===== config.mk =====
export PLATFORM = sky130hd
export DESIGN_NAME = cvr_regs
export DESIGN_NICKNAME = d
export VERILOG_FILES = /design/src/cvr_pkg.sv /design/src/cvr_rail_if.sv /design/src/cvr_rail_sel.sv /design/src/cvr_regs.sv
export SDC_FILE = /design/constraint.sdc
export NUM_CORES = 1
export LEC_CHECK = 0
export ABC_AREA = 0
export BUFFER_PORTS_ARGS = -buffer_cell sky130_fd_sc_hd__buf_2
export CAP_MARGIN = 20
export CORE_MARGIN = 10
export CORE_UTILIZATION = 30
export CTS_CLUSTER_DIAMETER = 200
export DETAILED_ROUTE_END_ITERATION = 7
export PLACE_DENSITY_LB_ADDON = 0.12
export SLEW_MARGIN = 40
export SYNTH_ARGS = -nofsm -noshare
export SYNTH_HDL_FRONTEND = slang
export SYNTH_HIERARCHICAL = 1
export SYNTH_SLANG_ARGS = --single-unit
export TNS_END_PERCENT = 10

===== constraint.sdc =====
create_clock -name CORE_CLK -period 6.45 [get_ports CORE_CLK]
set_input_delay 1.29 -clock CORE_CLK [delete_from_list [all_inputs] [get_ports CORE_CLK]]
set_output_delay 1.29 -clock CORE_CLK [all_outputs]
set_load 0.05 [all_outputs]

===== src/cvr_pkg.sv =====
package cvr_pkg;
    // code field layout shared by every voltage register
    localparam int CODE_W = 7;
    localparam int CODE_LSB = 1;
    localparam int CODE_MSB = 7;
    localparam int DISCH_BIT = 0;
    localparam int RAILS = 3;

    // rail slots inside the bank
    localparam int RAIL_C4 = 0;
    localparam int RAIL_C5 = 1;
    localparam int RAIL_C6 = 2;

    // register byte offsets on the register port
    localparam logic [7:0] ADDR_C4_SLEEP = 8'h95;
    localparam logic [7:0] ADDR_C5_NORMAL = 8'h96;
    localparam logic [7:0] ADDR_C5_SLEEP = 8'h97;
    localparam logic [7:0] ADDR_C6_NORMAL = 8'h98;
    localparam logic [7:0] ADDR_C6_SLEEP = 8'h99;

    // values after reset; real parts load these from configuration
    localparam logic [7:0] RST_C4_SLEEP = 8'h00;
    localparam logic [7:0] RST_C5_NORMAL = 8'h00;
    localparam logic [7:0] RST_C5_SLEEP = 8'h00;
    localparam logic [7:0] RST_C6_NORMAL = 8'h00;
    localparam logic [7:0] RST_C6_SLEEP = 8'h00;

    localparam logic [7:0] READ_UNMAPPED = 8'h00;
endpackage : cvr_pkg


===== src/cvr_rail_if.sv =====
`timescale 1ns/1ps
interface cvr_rail_if;
    // settings handed to one converter's selector
    logic [cvr_pkg::CODE_W-1:0] normal_code;
    logic [cvr_pkg::CODE_W-1:0] sleep_code;
    logic passive;
    logic use_sleep;
    // what the selector reports back
    logic [cvr_pkg::CODE_W-1:0] target_code;
    logic slew_down;
    logic decay_down;
    logic in_sleep;

    modport bank (output normal_code, sleep_code, passive, use_sleep,
                  input target_code, slew_down, decay_down, in_sleep);
    modport rail (input normal_code, sleep_code, passive, use_sleep,
                  output target_code, slew_down, decay_down, in_sleep);
endinterface : cvr_rail_if


===== src/cvr_rail_sel.sv =====
`timescale 1ns/1ps
module cvr_rail_sel (
    // clock and reset
    input wire logic clk,
    input wire logic rst_n,
    // converter settings and results
    cvr_rail_if.rail rail
);
    logic [cvr_pkg::CODE_W-1:0] sel_code;
    logic [cvr_pkg::CODE_W-1:0] target_r;
    logic slew_r;
    logic decay_r;
    logic in_sleep_r;

    // sleep code wins only while sleep is enabled and its pin is low
    assign sel_code = rail.use_sleep ? rail.sleep_code : rail.normal_code;

    // target follows the chosen code one cycle later
    always_ff @(posedge clk or negedge rst_n) begin
        if (!rst_n) begin
            target_r <= '0;
            in_sleep_r <= 1'b0;
        end else begin
            target_r <= sel_code;
            in_sleep_r <= rail.use_sleep;
        end
    end

    // a lower target picks active slew or passive decay, one-cycle pulse
    always_ff @(posedge clk or negedge rst_n) begin
        if (!rst_n) begin
            slew_r <= 1'b0;
            decay_r <= 1'b0;
        end else begin
            slew_r <= (sel_code < target_r) && !rail.passive;
            decay_r <= (sel_code < target_r) && rail.passive;
        end
    end

    assign rail.target_code = target_r;
    assign rail.slew_down = slew_r;
    assign rail.decay_down = decay_r;
    assign rail.in_sleep = in_sleep_r;
endmodule // cvr_rail_sel


===== src/cvr_regs.sv =====
// Function
// - converter five normal target comes from bits 7:1, 25 mV steps
// - lowering converter five or six: bit0 zero slews actively, one decays passively
// - converter five sleep target comes from bits 7:1, 25 mV steps
// - converter six normal target from bits 7:1, 10 mV or 25 mV steps
// - converter six sleep target from bits 7:1, 10 mV or 25 mV steps
// - converter four sleep target comes from bits 7:1, 25 mV steps
// - sleep code applies only when sleep enabled and assigned pin low
`timescale 1ns/1ps
module cvr_regs (
    // clock and reset
    input wire logic CORE_CLK,
    input wire logic RESET_N,
    // register port
    input wire logic [7:0] REG_ADDR,
    input wire logic REG_WR,
    input wire logic [7:0] REG_WDATA,
    input wire logic REG_RD,
    output logic [7:0] REG_RDATA,
    // converter four settings held outside this bank
    input wire logic [cvr_pkg::CODE_W-1:0] CONV4_NORMAL_CODE,
    input wire logic CONV4_PASSIVE,
    // sleep configuration, index 0 = converter four
    input wire logic [cvr_pkg::RAILS-1:0] SLEEP_EN,
    input wire logic [cvr_pkg::RAILS-1:0] SLEEP_PIN_SEL,
    input wire logic SLEEP_PIN_A_N,
    input wire logic SLEEP_PIN_B_N,
    // converter six step range select, 1 = 10 mV steps
    input wire logic CONV6_RANGE_10MV,
    // converter targets and ramp events
    output logic [cvr_pkg::RAILS-1:0][cvr_pkg::CODE_W-1:0] TARGET_CODE,
    output logic [cvr_pkg::RAILS-1:0] SLEW_DOWN,
    output logic [cvr_pkg::RAILS-1:0] DECAY_DOWN,
    output logic [cvr_pkg::RAILS-1:0] IN_SLEEP,
    output logic CONV6_STEP_10MV
);
    logic [cvr_pkg::CODE_W-1:0] c4_sleep_r;
    logic [cvr_pkg::CODE_W-1:0] c5_normal_r;
    logic c5_passive_r;
    logic [cvr_pkg::CODE_W-1:0] c5_sleep_r;
    logic [cvr_pkg::CODE_W-1:0] c6_normal_r;
    logic c6_passive_r;
    logic [cvr_pkg::CODE_W-1:0] c6_sleep_r;
    logic [1:0] pin_a_sync_r;
    logic [1:0] pin_b_sync_r;
    logic [7:0] rdata_r;
    logic range_r;
    logic [cvr_pkg::RAILS-1:0][cvr_pkg::CODE_W-1:0] normal_code;
    logic [cvr_pkg::RAILS-1:0][cvr_pkg::CODE_W-1:0] sleep_code;
    logic [cvr_pkg::RAILS-1:0] passive;

    // write strobe for one offset
    function automatic logic hit(input logic [7:0] addr, input logic [7:0] offs);
        hit = REG_WR && (addr == offs);
    endfunction

    // sleep pins are asynchronous; two flops before anything looks at them
    always_ff @(posedge CORE_CLK or negedge RESET_N) begin
        if (!RESET_N) begin
            pin_a_sync_r <= 2'h3;
            pin_b_sync_r <= 2'h3;
        end else begin
            pin_a_sync_r <= {pin_a_sync_r[0], SLEEP_PIN_A_N};
            pin_b_sync_r <= {pin_b_sync_r[0], SLEEP_PIN_B_N};
        end
    end

    // converter four sleep code; bit 0 is not stored
    always_ff @(posedge CORE_CLK or negedge RESET_N) begin
        if (!RESET_N) begin
            c4_sleep_r <= cvr_pkg::RST_C4_SLEEP[cvr_pkg::CODE_MSB:cvr_pkg::CODE_LSB];
        end else if (hit(REG_ADDR, cvr_pkg::ADDR_C4_SLEEP)) begin
            c4_sleep_r <= REG_WDATA[cvr_pkg::CODE_MSB:cvr_pkg::CODE_LSB];
        end
    end

    // converter five normal code and discharge style
    always_ff @(posedge CORE_CLK or negedge RESET_N) begin
        if (!RESET_N) begin
            c5_normal_r <= cvr_pkg::RST_C5_NORMAL[cvr_pkg::CODE_MSB:cvr_pkg::CODE_LSB];
            c5_passive_r <= cvr_pkg::RST_C5_NORMAL[cvr_pkg::DISCH_BIT];
        end else if (hit(REG_ADDR, cvr_pkg::ADDR_C5_NORMAL)) begin
            c5_normal_r <= REG_WDATA[cvr_pkg::CODE_MSB:cvr_pkg::CODE_LSB];
            c5_passive_r <= REG_WDATA[cvr_pkg::DISCH_BIT];
        end
    end

    // converter five sleep code
    always_ff @(posedge CORE_CLK or negedge RESET_N) begin
        if (!RESET_N) begin
            c5_sleep_r <= cvr_pkg::RST_C5_SLEEP[cvr_pkg::CODE_MSB:cvr_pkg::CODE_LSB];
        end else if (hit(REG_ADDR, cvr_pkg::ADDR_C5_SLEEP)) begin
            c5_sleep_r <= REG_WDATA[cvr_pkg::CODE_MSB:cvr_pkg::CODE_LSB];
        end
    end

    // converter six normal code and discharge style
    always_ff @(posedge CORE_CLK or negedge RESET_N) begin
        if (!RESET_N) begin
            c6_normal_r <= cvr_pkg::RST_C6_NORMAL[cvr_pkg::CODE_MSB:cvr_pkg::CODE_LSB];
            c6_passive_r <= cvr_pkg::RST_C6_NORMAL[cvr_pkg::DISCH_BIT];
        end else if (hit(REG_ADDR, cvr_pkg::ADDR_C6_NORMAL)) begin
            c6_normal_r <= REG_WDATA[cvr_pkg::CODE_MSB:cvr_pkg::CODE_LSB];
            c6_passive_r <= REG_WDATA[cvr_pkg::DISCH_BIT];
        end
    end

    // converter six sleep code
    always_ff @(posedge CORE_CLK or negedge RESET_N) begin
        if (!RESET_N) begin
            c6_sleep_r <= cvr_pkg::RST_C6_SLEEP[cvr_pkg::CODE_MSB:cvr_pkg::CODE_LSB];
        end else if (hit(REG_ADDR, cvr_pkg::ADDR_C6_SLEEP)) begin
            c6_sleep_r <= REG_WDATA[cvr_pkg::CODE_MSB:cvr_pkg::CODE_LSB];
        end
    end

    // step range takes one flop, so it changes one edge ahead of a target set by a write in the same cycle
    always_ff @(posedge CORE_CLK or negedge RESET_N) begin
        if (!RESET_N) begin
            range_r <= 1'b0;
        end else begin
            range_r <= CONV6_RANGE_10MV;
        end
    end

    // read data registered on a read strobe; unmapped offsets read zero
    always_ff @(posedge CORE_CLK or negedge RESET_N) begin
        if (!RESET_N) begin
            rdata_r <= cvr_pkg::READ_UNMAPPED;
        end else if (REG_RD) begin
            if (REG_ADDR == cvr_pkg::ADDR_C4_SLEEP) begin
                rdata_r <= {c4_sleep_r, 1'b0};
            end else if (REG_ADDR == cvr_pkg::ADDR_C5_NORMAL) begin
                rdata_r <= {c5_normal_r, c5_passive_r};
            end else if (REG_ADDR == cvr_pkg::ADDR_C5_SLEEP) begin
                rdata_r <= {c5_sleep_r, 1'b0};
            end else if (REG_ADDR == cvr_pkg::ADDR_C6_NORMAL) begin
                rdata_r <= {c6_normal_r, c6_passive_r};
            end else if (REG_ADDR == cvr_pkg::ADDR_C6_SLEEP) begin
                rdata_r <= {c6_sleep_r, 1'b0};
            end else begin
                rdata_r <= cvr_pkg::READ_UNMAPPED;
            end
        end
    end

    // gather per-rail settings so one generate loop serves all three
    assign normal_code[cvr_pkg::RAIL_C4] = CONV4_NORMAL_CODE;
    assign normal_code[cvr_pkg::RAIL_C5] = c5_normal_r;
    assign normal_code[cvr_pkg::RAIL_C6] = c6_normal_r;
    assign sleep_code[cvr_pkg::RAIL_C4] = c4_sleep_r;
    assign sleep_code[cvr_pkg::RAIL_C5] = c5_sleep_r;
    assign sleep_code[cvr_pkg::RAIL_C6] = c6_sleep_r;
    assign passive[cvr_pkg::RAIL_C4] = CONV4_PASSIVE;
    assign passive[cvr_pkg::RAIL_C5] = c5_passive_r;
    assign passive[cvr_pkg::RAIL_C6] = c6_passive_r;

    cvr_rail_if rail_bus[cvr_pkg::RAILS] ();

    // one selector per converter
    for (genvar g = 0; g < cvr_pkg::RAILS; g++) begin : g_rail
        logic pin_low;
        // assigned pin is active low; read only from the second sync flop
        assign pin_low = SLEEP_PIN_SEL[g] ? !pin_b_sync_r[1] : !pin_a_sync_r[1];
        assign rail_bus[g].normal_code = normal_code[g];
        assign rail_bus[g].sleep_code = sleep_code[g];
        assign rail_bus[g].passive = passive[g];
        assign rail_bus[g].use_sleep = SLEEP_EN[g] && pin_low;
        cvr_rail_sel u_sel (
            .clk(CORE_CLK),
            .rst_n(RESET_N),
            .rail(rail_bus[g])
        );
        assign TARGET_CODE[g] = rail_bus[g].target_code;
        assign SLEW_DOWN[g] = rail_bus[g].slew_down;
        assign DECAY_DOWN[g] = rail_bus[g].decay_down;
        assign IN_SLEEP[g] = rail_bus[g].in_sleep;
    end

    assign REG_RDATA = rdata_r;
    assign CONV6_STEP_10MV = range_r;
endmodule // cvr_regs


==> summary.md, run 1 <==
| Metric | Value |
|---|---|
| Vertical extent of the die | about 140 um |
| Layout overhead on the synthesized area | 18.33% |
| Largest net degree at the start of global routing | roughly 80 |
| Die ar. | 18460 sq um |
| Number of different library cells in the post-synthesis netlist | 41 |
| Yosys top cell area share | 47.23% |
| Post-DR wirelength/cell | between 15 and 20 um |
| Horiz. Die Dim | between 100 and 150 um |
| Library cell with the highest instance count after synthesis | sky130_fd_sc_hd__dfrtp_1 |
| Post-layout util | a little over a third |
| Final weighted congestion in routability-driven placement | ~0.77 |
| Static Leakage | about 2.4 nW |
| I/O pin cnt | 76 |
| Max cap viols | 0 |
| Count of endpoints failing hold in the final timing report | 0 |
| Most area-consuming cells after synthesis | sky130_fd_sc_hd__dfrtp_1 47%, sky130_fd_sc_hd__mux2_2 12%, sky130_fd_sc_hd__ha_1 5.6% |
| Combinational group share of total power | between 15 and 20% |
| Cell type contributing the most total cell area after synthesis | sky130_fd_sc_hd__dfrtp_1 |
| Outcome | completed |
| VDD IR max | 0.2023 mV |
| Total clock buffers created by CTS | 9 |
| Maximum clock frequency | 310.0 MHz |
| Slowest stage cell, crit path | sky130_fd_sc_hd__and2_1 |
| Switching fraction of total power | a little over a quarter |
| Number of buffers added for setup after CTS | 0 |
| Number of endpoints failing setup at the final stage | 0 |
| Internal power summed over all cells | 0.9187 mW |
| Worst-Margin Slew | 0.6734 ns |
| Worst min-delay path class | flop to flop |
| Drt via density | around 4.6 |
| Total power per unit cell area | around 270 nW/um^2 |
| Final Skew | about 0.0042 ns |
| Fraction of the cycle the final worst path needs | between 50 and 60% |
| Number of cells in the finished layout apart from fillers | 567 |
| Cells traversed along the worst timing path | buf_2 > mux2i_1 > and2_1 > mux2_2 > ha_1 > o21a_1 > o32a_1 > a211oi_1 |
| Unrepaired setup endpoints after global routing | no |
| Post-route standard cell area excluding fillers | 4765 sq um |
| Startpoint kind of the worst setup timing path | input pin |
| Yosys Warn Count | 6 |
| Gates resized, CTS repair | 0 |
| Share of power burned in the clock network | a little over 40% |
| Count of filler cells inserted in the layout | roughly 1300 |
| Detailed-route wire length | about 9900 um |
| Bufs on Longest Clock Path | 2 |
| Share of synthesized area occupied by flip-flops and latches | ~50% |
| Global-route wire length before repair | between 15000 and 20000 um |
| Max-slew headroom | a little under three fifths |
| Vias in the first global route | ~2800 |
| Worst hold slack after final layout | 0.3556 ns |
| Cts hold-fix bufs | 0 |
| Critical Path Max Stage Delay | roughly 0.43 ns |
| Count of flip-flops with a built-in enable after synthesis | 0 |
| Number of port buffers | 75 |
| Total overflow reported by the global router | 0 |
| Core ar. | 13190 sq um |
| Critical path arrival | between 3 and 4 ns |
| Library cell used as clock root buffer | sky130_fd_sc_hd__clkbuf_16 |
| Synth Flop Type | sky130_fd_sc_hd__dfrtp_1 |
| Effective utilization at floorplan | around 31% |
| Via count | 2582 |
| Number of levels the H-tree was split into | 3 |
| Initial DRC count | 150 |
| Total half-perimeter wirelength after legalization and detailed placement | around 7500 um |
| Accumulated negative setup slack | 0 ns |
| CTS clk-pin slew, worst paths | roughly 0.06 ns |
| Clk sinks | 80 |
| Setup ws final | 3.225 ns |
| Site row count | 42 |
| Worst skew pair latency | 0.34 ns |
| Total count of max-transition violations in the final report | 0 |
| Place WS | 2.892 ns |
| Power share of the sequential group | between 40% and 50% |
| Sw Pwr | about 0.35 mW |
| DRC violation count after routing | 0 |
| Total iterations of the first detailed-routing run | 4 |
| Maximum fanout count along the critical path | 8 |
| Synthesized area divided by synthesized cell count | about 13 sq um |
| Count of nets after finishing | between 400 and 500 |
| Syn Inst Count | between 300 and 400 |
| Critical Path RT | 6.70 ns |
| Overall routing resource usage | about 11% |
| Fraction of layout instances using a drive strength above 1 | 39.07% |
| Initial antenna violation count | 1 |
| Yosys reg bits | 80 |
| Synth cell count leaders | 76 x sky130_fd_sc_hd__dfrtp_1, 42 x sky130_fd_sc_hd__mux2_2, 23 x sky130_fd_sc_hd__inv_1 |
| Slack of the worst reg-to-reg path | slightly below 4 ns |
| TritonCTS clock tree | built |
| Synth Cell Area | about 4000 sq um |
| Final Power | 1.264 mW |
| Number of nets with antenna violations after detailed routing | 0 |
| Total instance count after detailed placement | between 500 and 600 |
| Net count of the mapped netlist | between 300 and 400 |
| Clock period minus worst slack | between 3 and 4 ns |
| Post-synth ARST share | 100.0% |
| Type of element capturing the critical path | flop |
| Post-placement cell area | roughly 4500 sq um |
| CP Class | input pin to flop |
area by class of cell:
class                   instances  area, sq um  area share (%)
diodes                          2        5.005          0.1050
clock buffers                  13        260.3           5.462
clock inverters                 3        40.04          0.8403
inverters                      23        86.33           1.812
multi-input cells             195         1762           36.97
flip-flops and latches         80         2007           42.12
well taps                     176        220.2           4.622
repair buffers                 75        384.1           8.062
cell usage in the layout, fill, tap and decap left out, types with 3 or more instances in the layout:
master / count
sky130_fd_sc_hd__dfrtp_1: 76
sky130_fd_sc_hd__mux2_1: 5
sky130_fd_sc_hd__o32a_1: 3
sky130_fd_sc_hd__o21ai_0: 17
sky130_fd_sc_hd__o2111ai_1: 6
sky130_fd_sc_hd__and2_1: 4
sky130_fd_sc_hd__a21oi_1: 13
sky130_fd_sc_hd__dfstp_2: 4
sky130_fd_sc_hd__nor2b_1: 13
sky130_fd_sc_hd__buf_2: 74
sky130_fd_sc_hd__nor2_1: 3
sky130_fd_sc_hd__inv_1: 23
sky130_fd_sc_hd__clkbuf_16: 9
sky130_fd_sc_hd__mux2_2: 42
sky130_fd_sc_hd__nand2_1: 13
sky130_fd_sc_hd__ha_1: 18
sky130_fd_sc_hd__nand2b_1: 3
sky130_fd_sc_hd__mux2i_1: 10
sky130_fd_sc_hd__o21a_1: 3
sky130_fd_sc_hd__nand3_1: 7
sky130_fd_sc_hd__a211oi_1: 6
sky130_fd_sc_hd__mux2_4: 11
sky130_fd_sc_hd__clkbuf_8: 3
registers in the layout, indices dropped and copies added, names as in the netlist:
register	flops
CONV6_STEP_10MV	1
g_rail.u_sel/rail.target_code	21
c4_sleep_r	7
pin_b_sync_r	2
c6_passive_r	1
c6_normal_r	7
pin_a_sync_r	2
REG_RDATA	8
g_rail.u_sel/rail.slew_down	3
c5_passive_r	1
c5_sleep_r	7
g_rail.u_sel/rail.in_sleep	3
g_rail.u_sel/rail.decay_down	3
c6_sleep_r	7
c5_normal_r	7
critical path, delay by kind of cell:
family          cells  cell delay (ns)
compound gates      3             0.60
fa+ha+maj           1             0.28
simple gates        1             0.43
buf+inv             1             0.09
mux                 2             0.78
routing by layer:
layer	part of all wire, %	global-route usage (%)
met5	0	0
met4	1.1	3.195
met3	6.5	4.465
met2	46	16.95
met1	47	14.31
final timing paths:
kind / start / to / cells after the start
max in group asynchronous: RESET_N / c5_normal_r[6]$_DFFE_PN0P_ / 1
min in group asynchronous: RESET_N / g_rail[2].u_sel/rail.target_code[0]$_DFF_PN0_ / 1
max: SLEEP_PIN_SEL[0] / g_rail[0].u_sel/rail.decay_down$_DFF_PN0_ / 8
min reg2reg: pin_a_sync_r[0]$_DFF_PN1_ / pin_a_sync_r[1]$_DFF_PN1_ / 0
max reg2reg: pin_b_sync_r[1]$_DFF_PN1_ / g_rail[0].u_sel/rail.decay_down$_DFF_PN0_ / 7
min: pin_a_sync_r[0]$_DFF_PN1_ / pin_a_sync_r[1]$_DFF_PN1_ / 0
cells by family (layout without fill, tap and decap cells):
family,count (synthesis),in the layout,share of synthesized area (%)
AND/OR/NAND/NOR,57,57,10.22
other,0,2,0
AO/OA/AOI/OAI,52,52,8.204
buffers and inverters,46,114,6.401
adder cells (fa/ha/maj),18,18,5.594
multiplexers,68,68,19.73
flip-flops,80,80,49.84
power groups by stage:
stage	registers, mW	logic (mW)	clock network, mW
after floorplan	0.583	0.129	0
after CTS	0.548	0.208	0.533
final	0.548	0.203	0.513
after global placement	0.556	0.205	0
after detailed placement	0.557	0.207	0
after global routing	0.551	0.224	0.550
(Power assumes the default switching activity.)
==> run 2, diff against run 1 <==
==> constraint.sdc (replaced) <==
create_clock -name CORE_CLK -period 3.1 [get_ports CORE_CLK]
set_input_delay 0.62 -clock CORE_CLK [delete_from_list [all_inputs] [get_ports CORE_CLK]]
set_output_delay 0.62 -clock CORE_CLK [all_outputs]
set_load 0.05 [all_outputs]
==> run 2 against run 1 <==
Against the previous run:
- global-route usage grew 0.19 points
- critical endpoint unchanged
- worst setup slack lost 2.6 ns
- largest cell class unchanged
- clock power grew 99%
- cell area grew 0.26%
- flip-flop and latch count is the same
==> summary.md, run 2 (synthesis results as in run 1) <==
| Metric | Value |
|---|---|
| Outcome | completed (unchanged) |
| Startpoint of the most critical setup path | SLEEP_PIN_SEL[0] (unchanged) |
| Cells traversed along the worst timing path | buf_2 > mux2i_1 > and2_1 > mux2_2 > ha_1 > o21a_1 > o32a_1 > a211oi_1 (unchanged) |
| DRC violation count after routing | 0 (unchanged) |
| Final Skew | 0.004572 ns (was 0.004155 ns) |
| Total count of max-transition violations in the final report | 0 (unchanged) |
| Via count | 2574 (was 2582) |
| Destination of the worst register-to-register timing path | g_rail[0].u_sel/rail.decay_down$_DFF_PN0_ (unchanged) |
| Total power per unit cell area | 540.5 nW/um^2 (was 265.4 nW/um^2) |
| Number of flip-flops in the largest register | 21 (unchanged) |
| Start of the worst register-to-register path | pin_b_sync_r[1]$_DFF_PN1_ (unchanged) |
| Number of port buffers | 75 (unchanged) |
| Largest delay contributor family on the critical path | multiplexers (unchanged) |
| Largest net degree at the start of global routing | 81 (unchanged) |
| Vertical extent of the die | 135.9 um (unchanged) |
| Number of cells on the worst reg-to-reg path | 7 (unchanged) |
| Total iterations of the first detailed-routing run | 5 (was 4) |
| Effective utilization at floorplan | 30.53% (unchanged) |
| Bufs on Longest Clock Path | 2 (unchanged) |
| Layout overhead on the synthesized area | 18.65% (was 18.33%) |
| Slack of the worst reg-to-reg path | 0.64 ns (was 3.93 ns) |
| Max-slew headroom | 56.13% (was 55.11%) |
| Number of levels the H-tree was split into | 3 (unchanged) |
| Number of buffers added for setup after CTS | 0 (unchanged) |
| Worst min-delay path class | input pin to async pin (was flop to flop) |
| VDD IR max | 0.2920 mV (was 0.2023 mV) |
| Total half-perimeter wirelength after legalization and detailed placement | 7469 um (was 7458 um) |
| Horiz. Die Dim | 135.9 um (unchanged) |
| Worst-Margin Slew | 0.6581 ns (was 0.6734 ns) |
| Critical Path RT | 3.34 ns (was 6.70 ns) |
| Post-placement cell area | 4487 sq um (was 4457 sq um) |
| Count of nets after finishing | 443 (was 439) |
| Cts hold-fix bufs | 0 (unchanged) |
| Accumulated negative setup slack | 0 ns (unchanged) |
| Vias in the first global route | 2792 (was 2766) |
| Drt via density | 4.516 (was 4.554) |
| Post-route standard cell area excluding fillers | 4777 sq um (was 4765 sq um) |
| Worst setup path endpoint | g_rail[0].u_sel/rail.decay_down$_DFF_PN0_ (unchanged) |
| Clk sinks | 80 (unchanged) |
| Maximum fanout count along the critical path | 7 (was 8) |
| I/O pin cnt | 76 (unchanged) |
| Number of stages on the worst setup path | 8 (unchanged) |
| Detailed-route wire length | 9973 um (was 9927 um) |
| Total overflow reported by the global router | 0 (unchanged) |
| Worst skew pair latency | 0.34 ns (about the same) |
| Global-route wire length before repair | 15880 um (was 15620 um) |
| Type of element capturing the critical path | flop (unchanged) |
| Maximum clock frequency | 401.0 MHz |
| CP Class | input pin to flop (unchanged) |
| Total instance count after detailed placement | 553 (was 549) |
| Critical Path Max Stage Delay | 0.39 ns (was 0.43 ns) |
| Clock period minus worst slack | 2.494 ns |
| Overall routing resource usage | 11.35% (was 11.16%) |
| Static Leakage | 2.415 nW (was 2.399 nW) |
| Number of cells in the finished layout apart from fillers | 570 (was 567) |
| Startpoint kind of the worst setup timing path | input pin (unchanged) |
| Final weighted congestion in routability-driven placement | 0.7533 (was 0.7673) |
| Count of endpoints failing hold in the final timing report | 0 (unchanged) |
| CTS clk-pin slew, worst paths | 0.06 ns (about the same) |
| Initial DRC count | 131 (was 150) |
| Most common cell after layout, fill and taps aside | sky130_fd_sc_hd__dfrtp_1 (unchanged) |
| Unrepaired setup endpoints after global routing | no (unchanged) |
| Fraction of layout instances using a drive strength above 1 | 39.95% (was 39.07%) |
| Library cell used as clock root buffer | sky130_fd_sc_hd__clkbuf_16 (unchanged) |
| Site row count | 42 (unchanged) |
| Slowest stage cell, crit path | sky130_fd_sc_hd__mux2_2 (was sky130_fd_sc_hd__and2_1) |
| Max cap viols | 0 (unchanged) |
| Post-DR wirelength/cell | 17.50 um (was 17.51 um) |
| Critical path arrival | 2.73 ns (was 3.47 ns) |
| Total clock buffers created by CTS | 9 (unchanged) |
| Number of endpoints failing setup at the final stage | 0 (unchanged) |
| Fraction of the cycle the final worst path needs | 80.45% |
| TritonCTS clock tree | built (unchanged) |
| Die ar. | 18460 sq um (unchanged) |
| Initial antenna violation count | 1 (unchanged) |
| Buf+Inv Stages, Crit Path | 1 (unchanged) |
| Post-layout util | 36.22% (was 36.12%) |
| Core ar. | 13190 sq um (unchanged) |
| Leading cell types in the layout, fill and taps excluded | 76 x sky130_fd_sc_hd__dfrtp_1, 74 x sky130_fd_sc_hd__buf_2, 42 x sky130_fd_sc_hd__mux2_2 (unchanged) |
| Gates resized, CTS repair | 0 (unchanged) |
| Number of nets with antenna violations after detailed routing | 0 (unchanged) |
[run 2: cell count changes in the layout (fill, tap and decap cells not counted)]
cell | previous run | this run
sky130_fd_sc_hd__clkinv_2 | 2 | 3
sky130_fd_sc_hd__clkbuf_8 | 3 | 4
sky130_fd_sc_hd__bufinv_16 | 1 | 0
sky130_fd_sc_hd__clkbuf_1 | 2 | 1
sky130_fd_sc_hd__diode_2 | 2 | 1
sky130_fd_sc_hd__buf_4 | 0 | 4
[run 2: per-layer routing]
layer	track usage, %	vias to the layer above	wire (um)
li1	-	1276	-
met1	14.78	1234	4687
met2	16.79	60	4523
met3	4.391	4	696
met4	3.905	0	65
met5	0	-	0
[run 2: metrics by stage]
| stage | power (mW) | worst slack (ns) | hold WS [ns] |
|---|---|---|---|
| floorplan | 1.482 | 0.8079 | 0.3244 |
| global route | 2.725 | 0.4929 | 0.3594 |
| finish | 2.582 | 0.6061 | 0.3160 |
| global placement | 1.590 | 0.2979 | 0.3456 |
| detailed placement | 1.592 | 0.2465 | 0.3469 |
| CTS | 2.637 | 0.6063 | 0.3553 |
[run 2: final cells by class]
cell class                 count  area [sq um]
antenna                        1         2.502
clock buffer                  13         270.3
clock inverter                 3         15.01
fill                        1330          8413
inverter                      23         86.33
multi-input combinational    195          1762
sequential                    80          2007
tap                          176         220.2
timing repair buffer          79         414.1
[run 2: where the power goes]
part,switching (mW),total [mW],internal [mW]
logic,0.283,0.425,0.142
registers,0.0318,1.14,1.11
clock network,0.414,1.02,0.604
[run 2: worst min-delay path by stage]
stage | start | cells past startpoint | to | slack, ns
3_3_place_gp | pin_a_sync_r[0]$_DFF_PN1_ | 0 | pin_a_sync_r[1]$_DFF_PN1_ | 0.35
2_1_floorplan | RESET_N | 0 | CONV6_STEP_10MV$_DFF_PN0_ | 0.32
5_1_grt | RESET_N | 1 | g_rail[2].u_sel/rail.target_code[0]$_DFF_PN0_ | 0.36
6_report | RESET_N | 1 | g_rail[2].u_sel/rail.target_code[0]$_DFF_PN0_ | 0.32
3_5_place_dp | pin_a_sync_r[0]$_DFF_PN1_ | 0 | pin_a_sync_r[1]$_DFF_PN1_ | 0.35
4_1_cts | pin_a_sync_r[0]$_DFF_PN1_ | 0 | pin_a_sync_r[1]$_DFF_PN1_ | 0.36
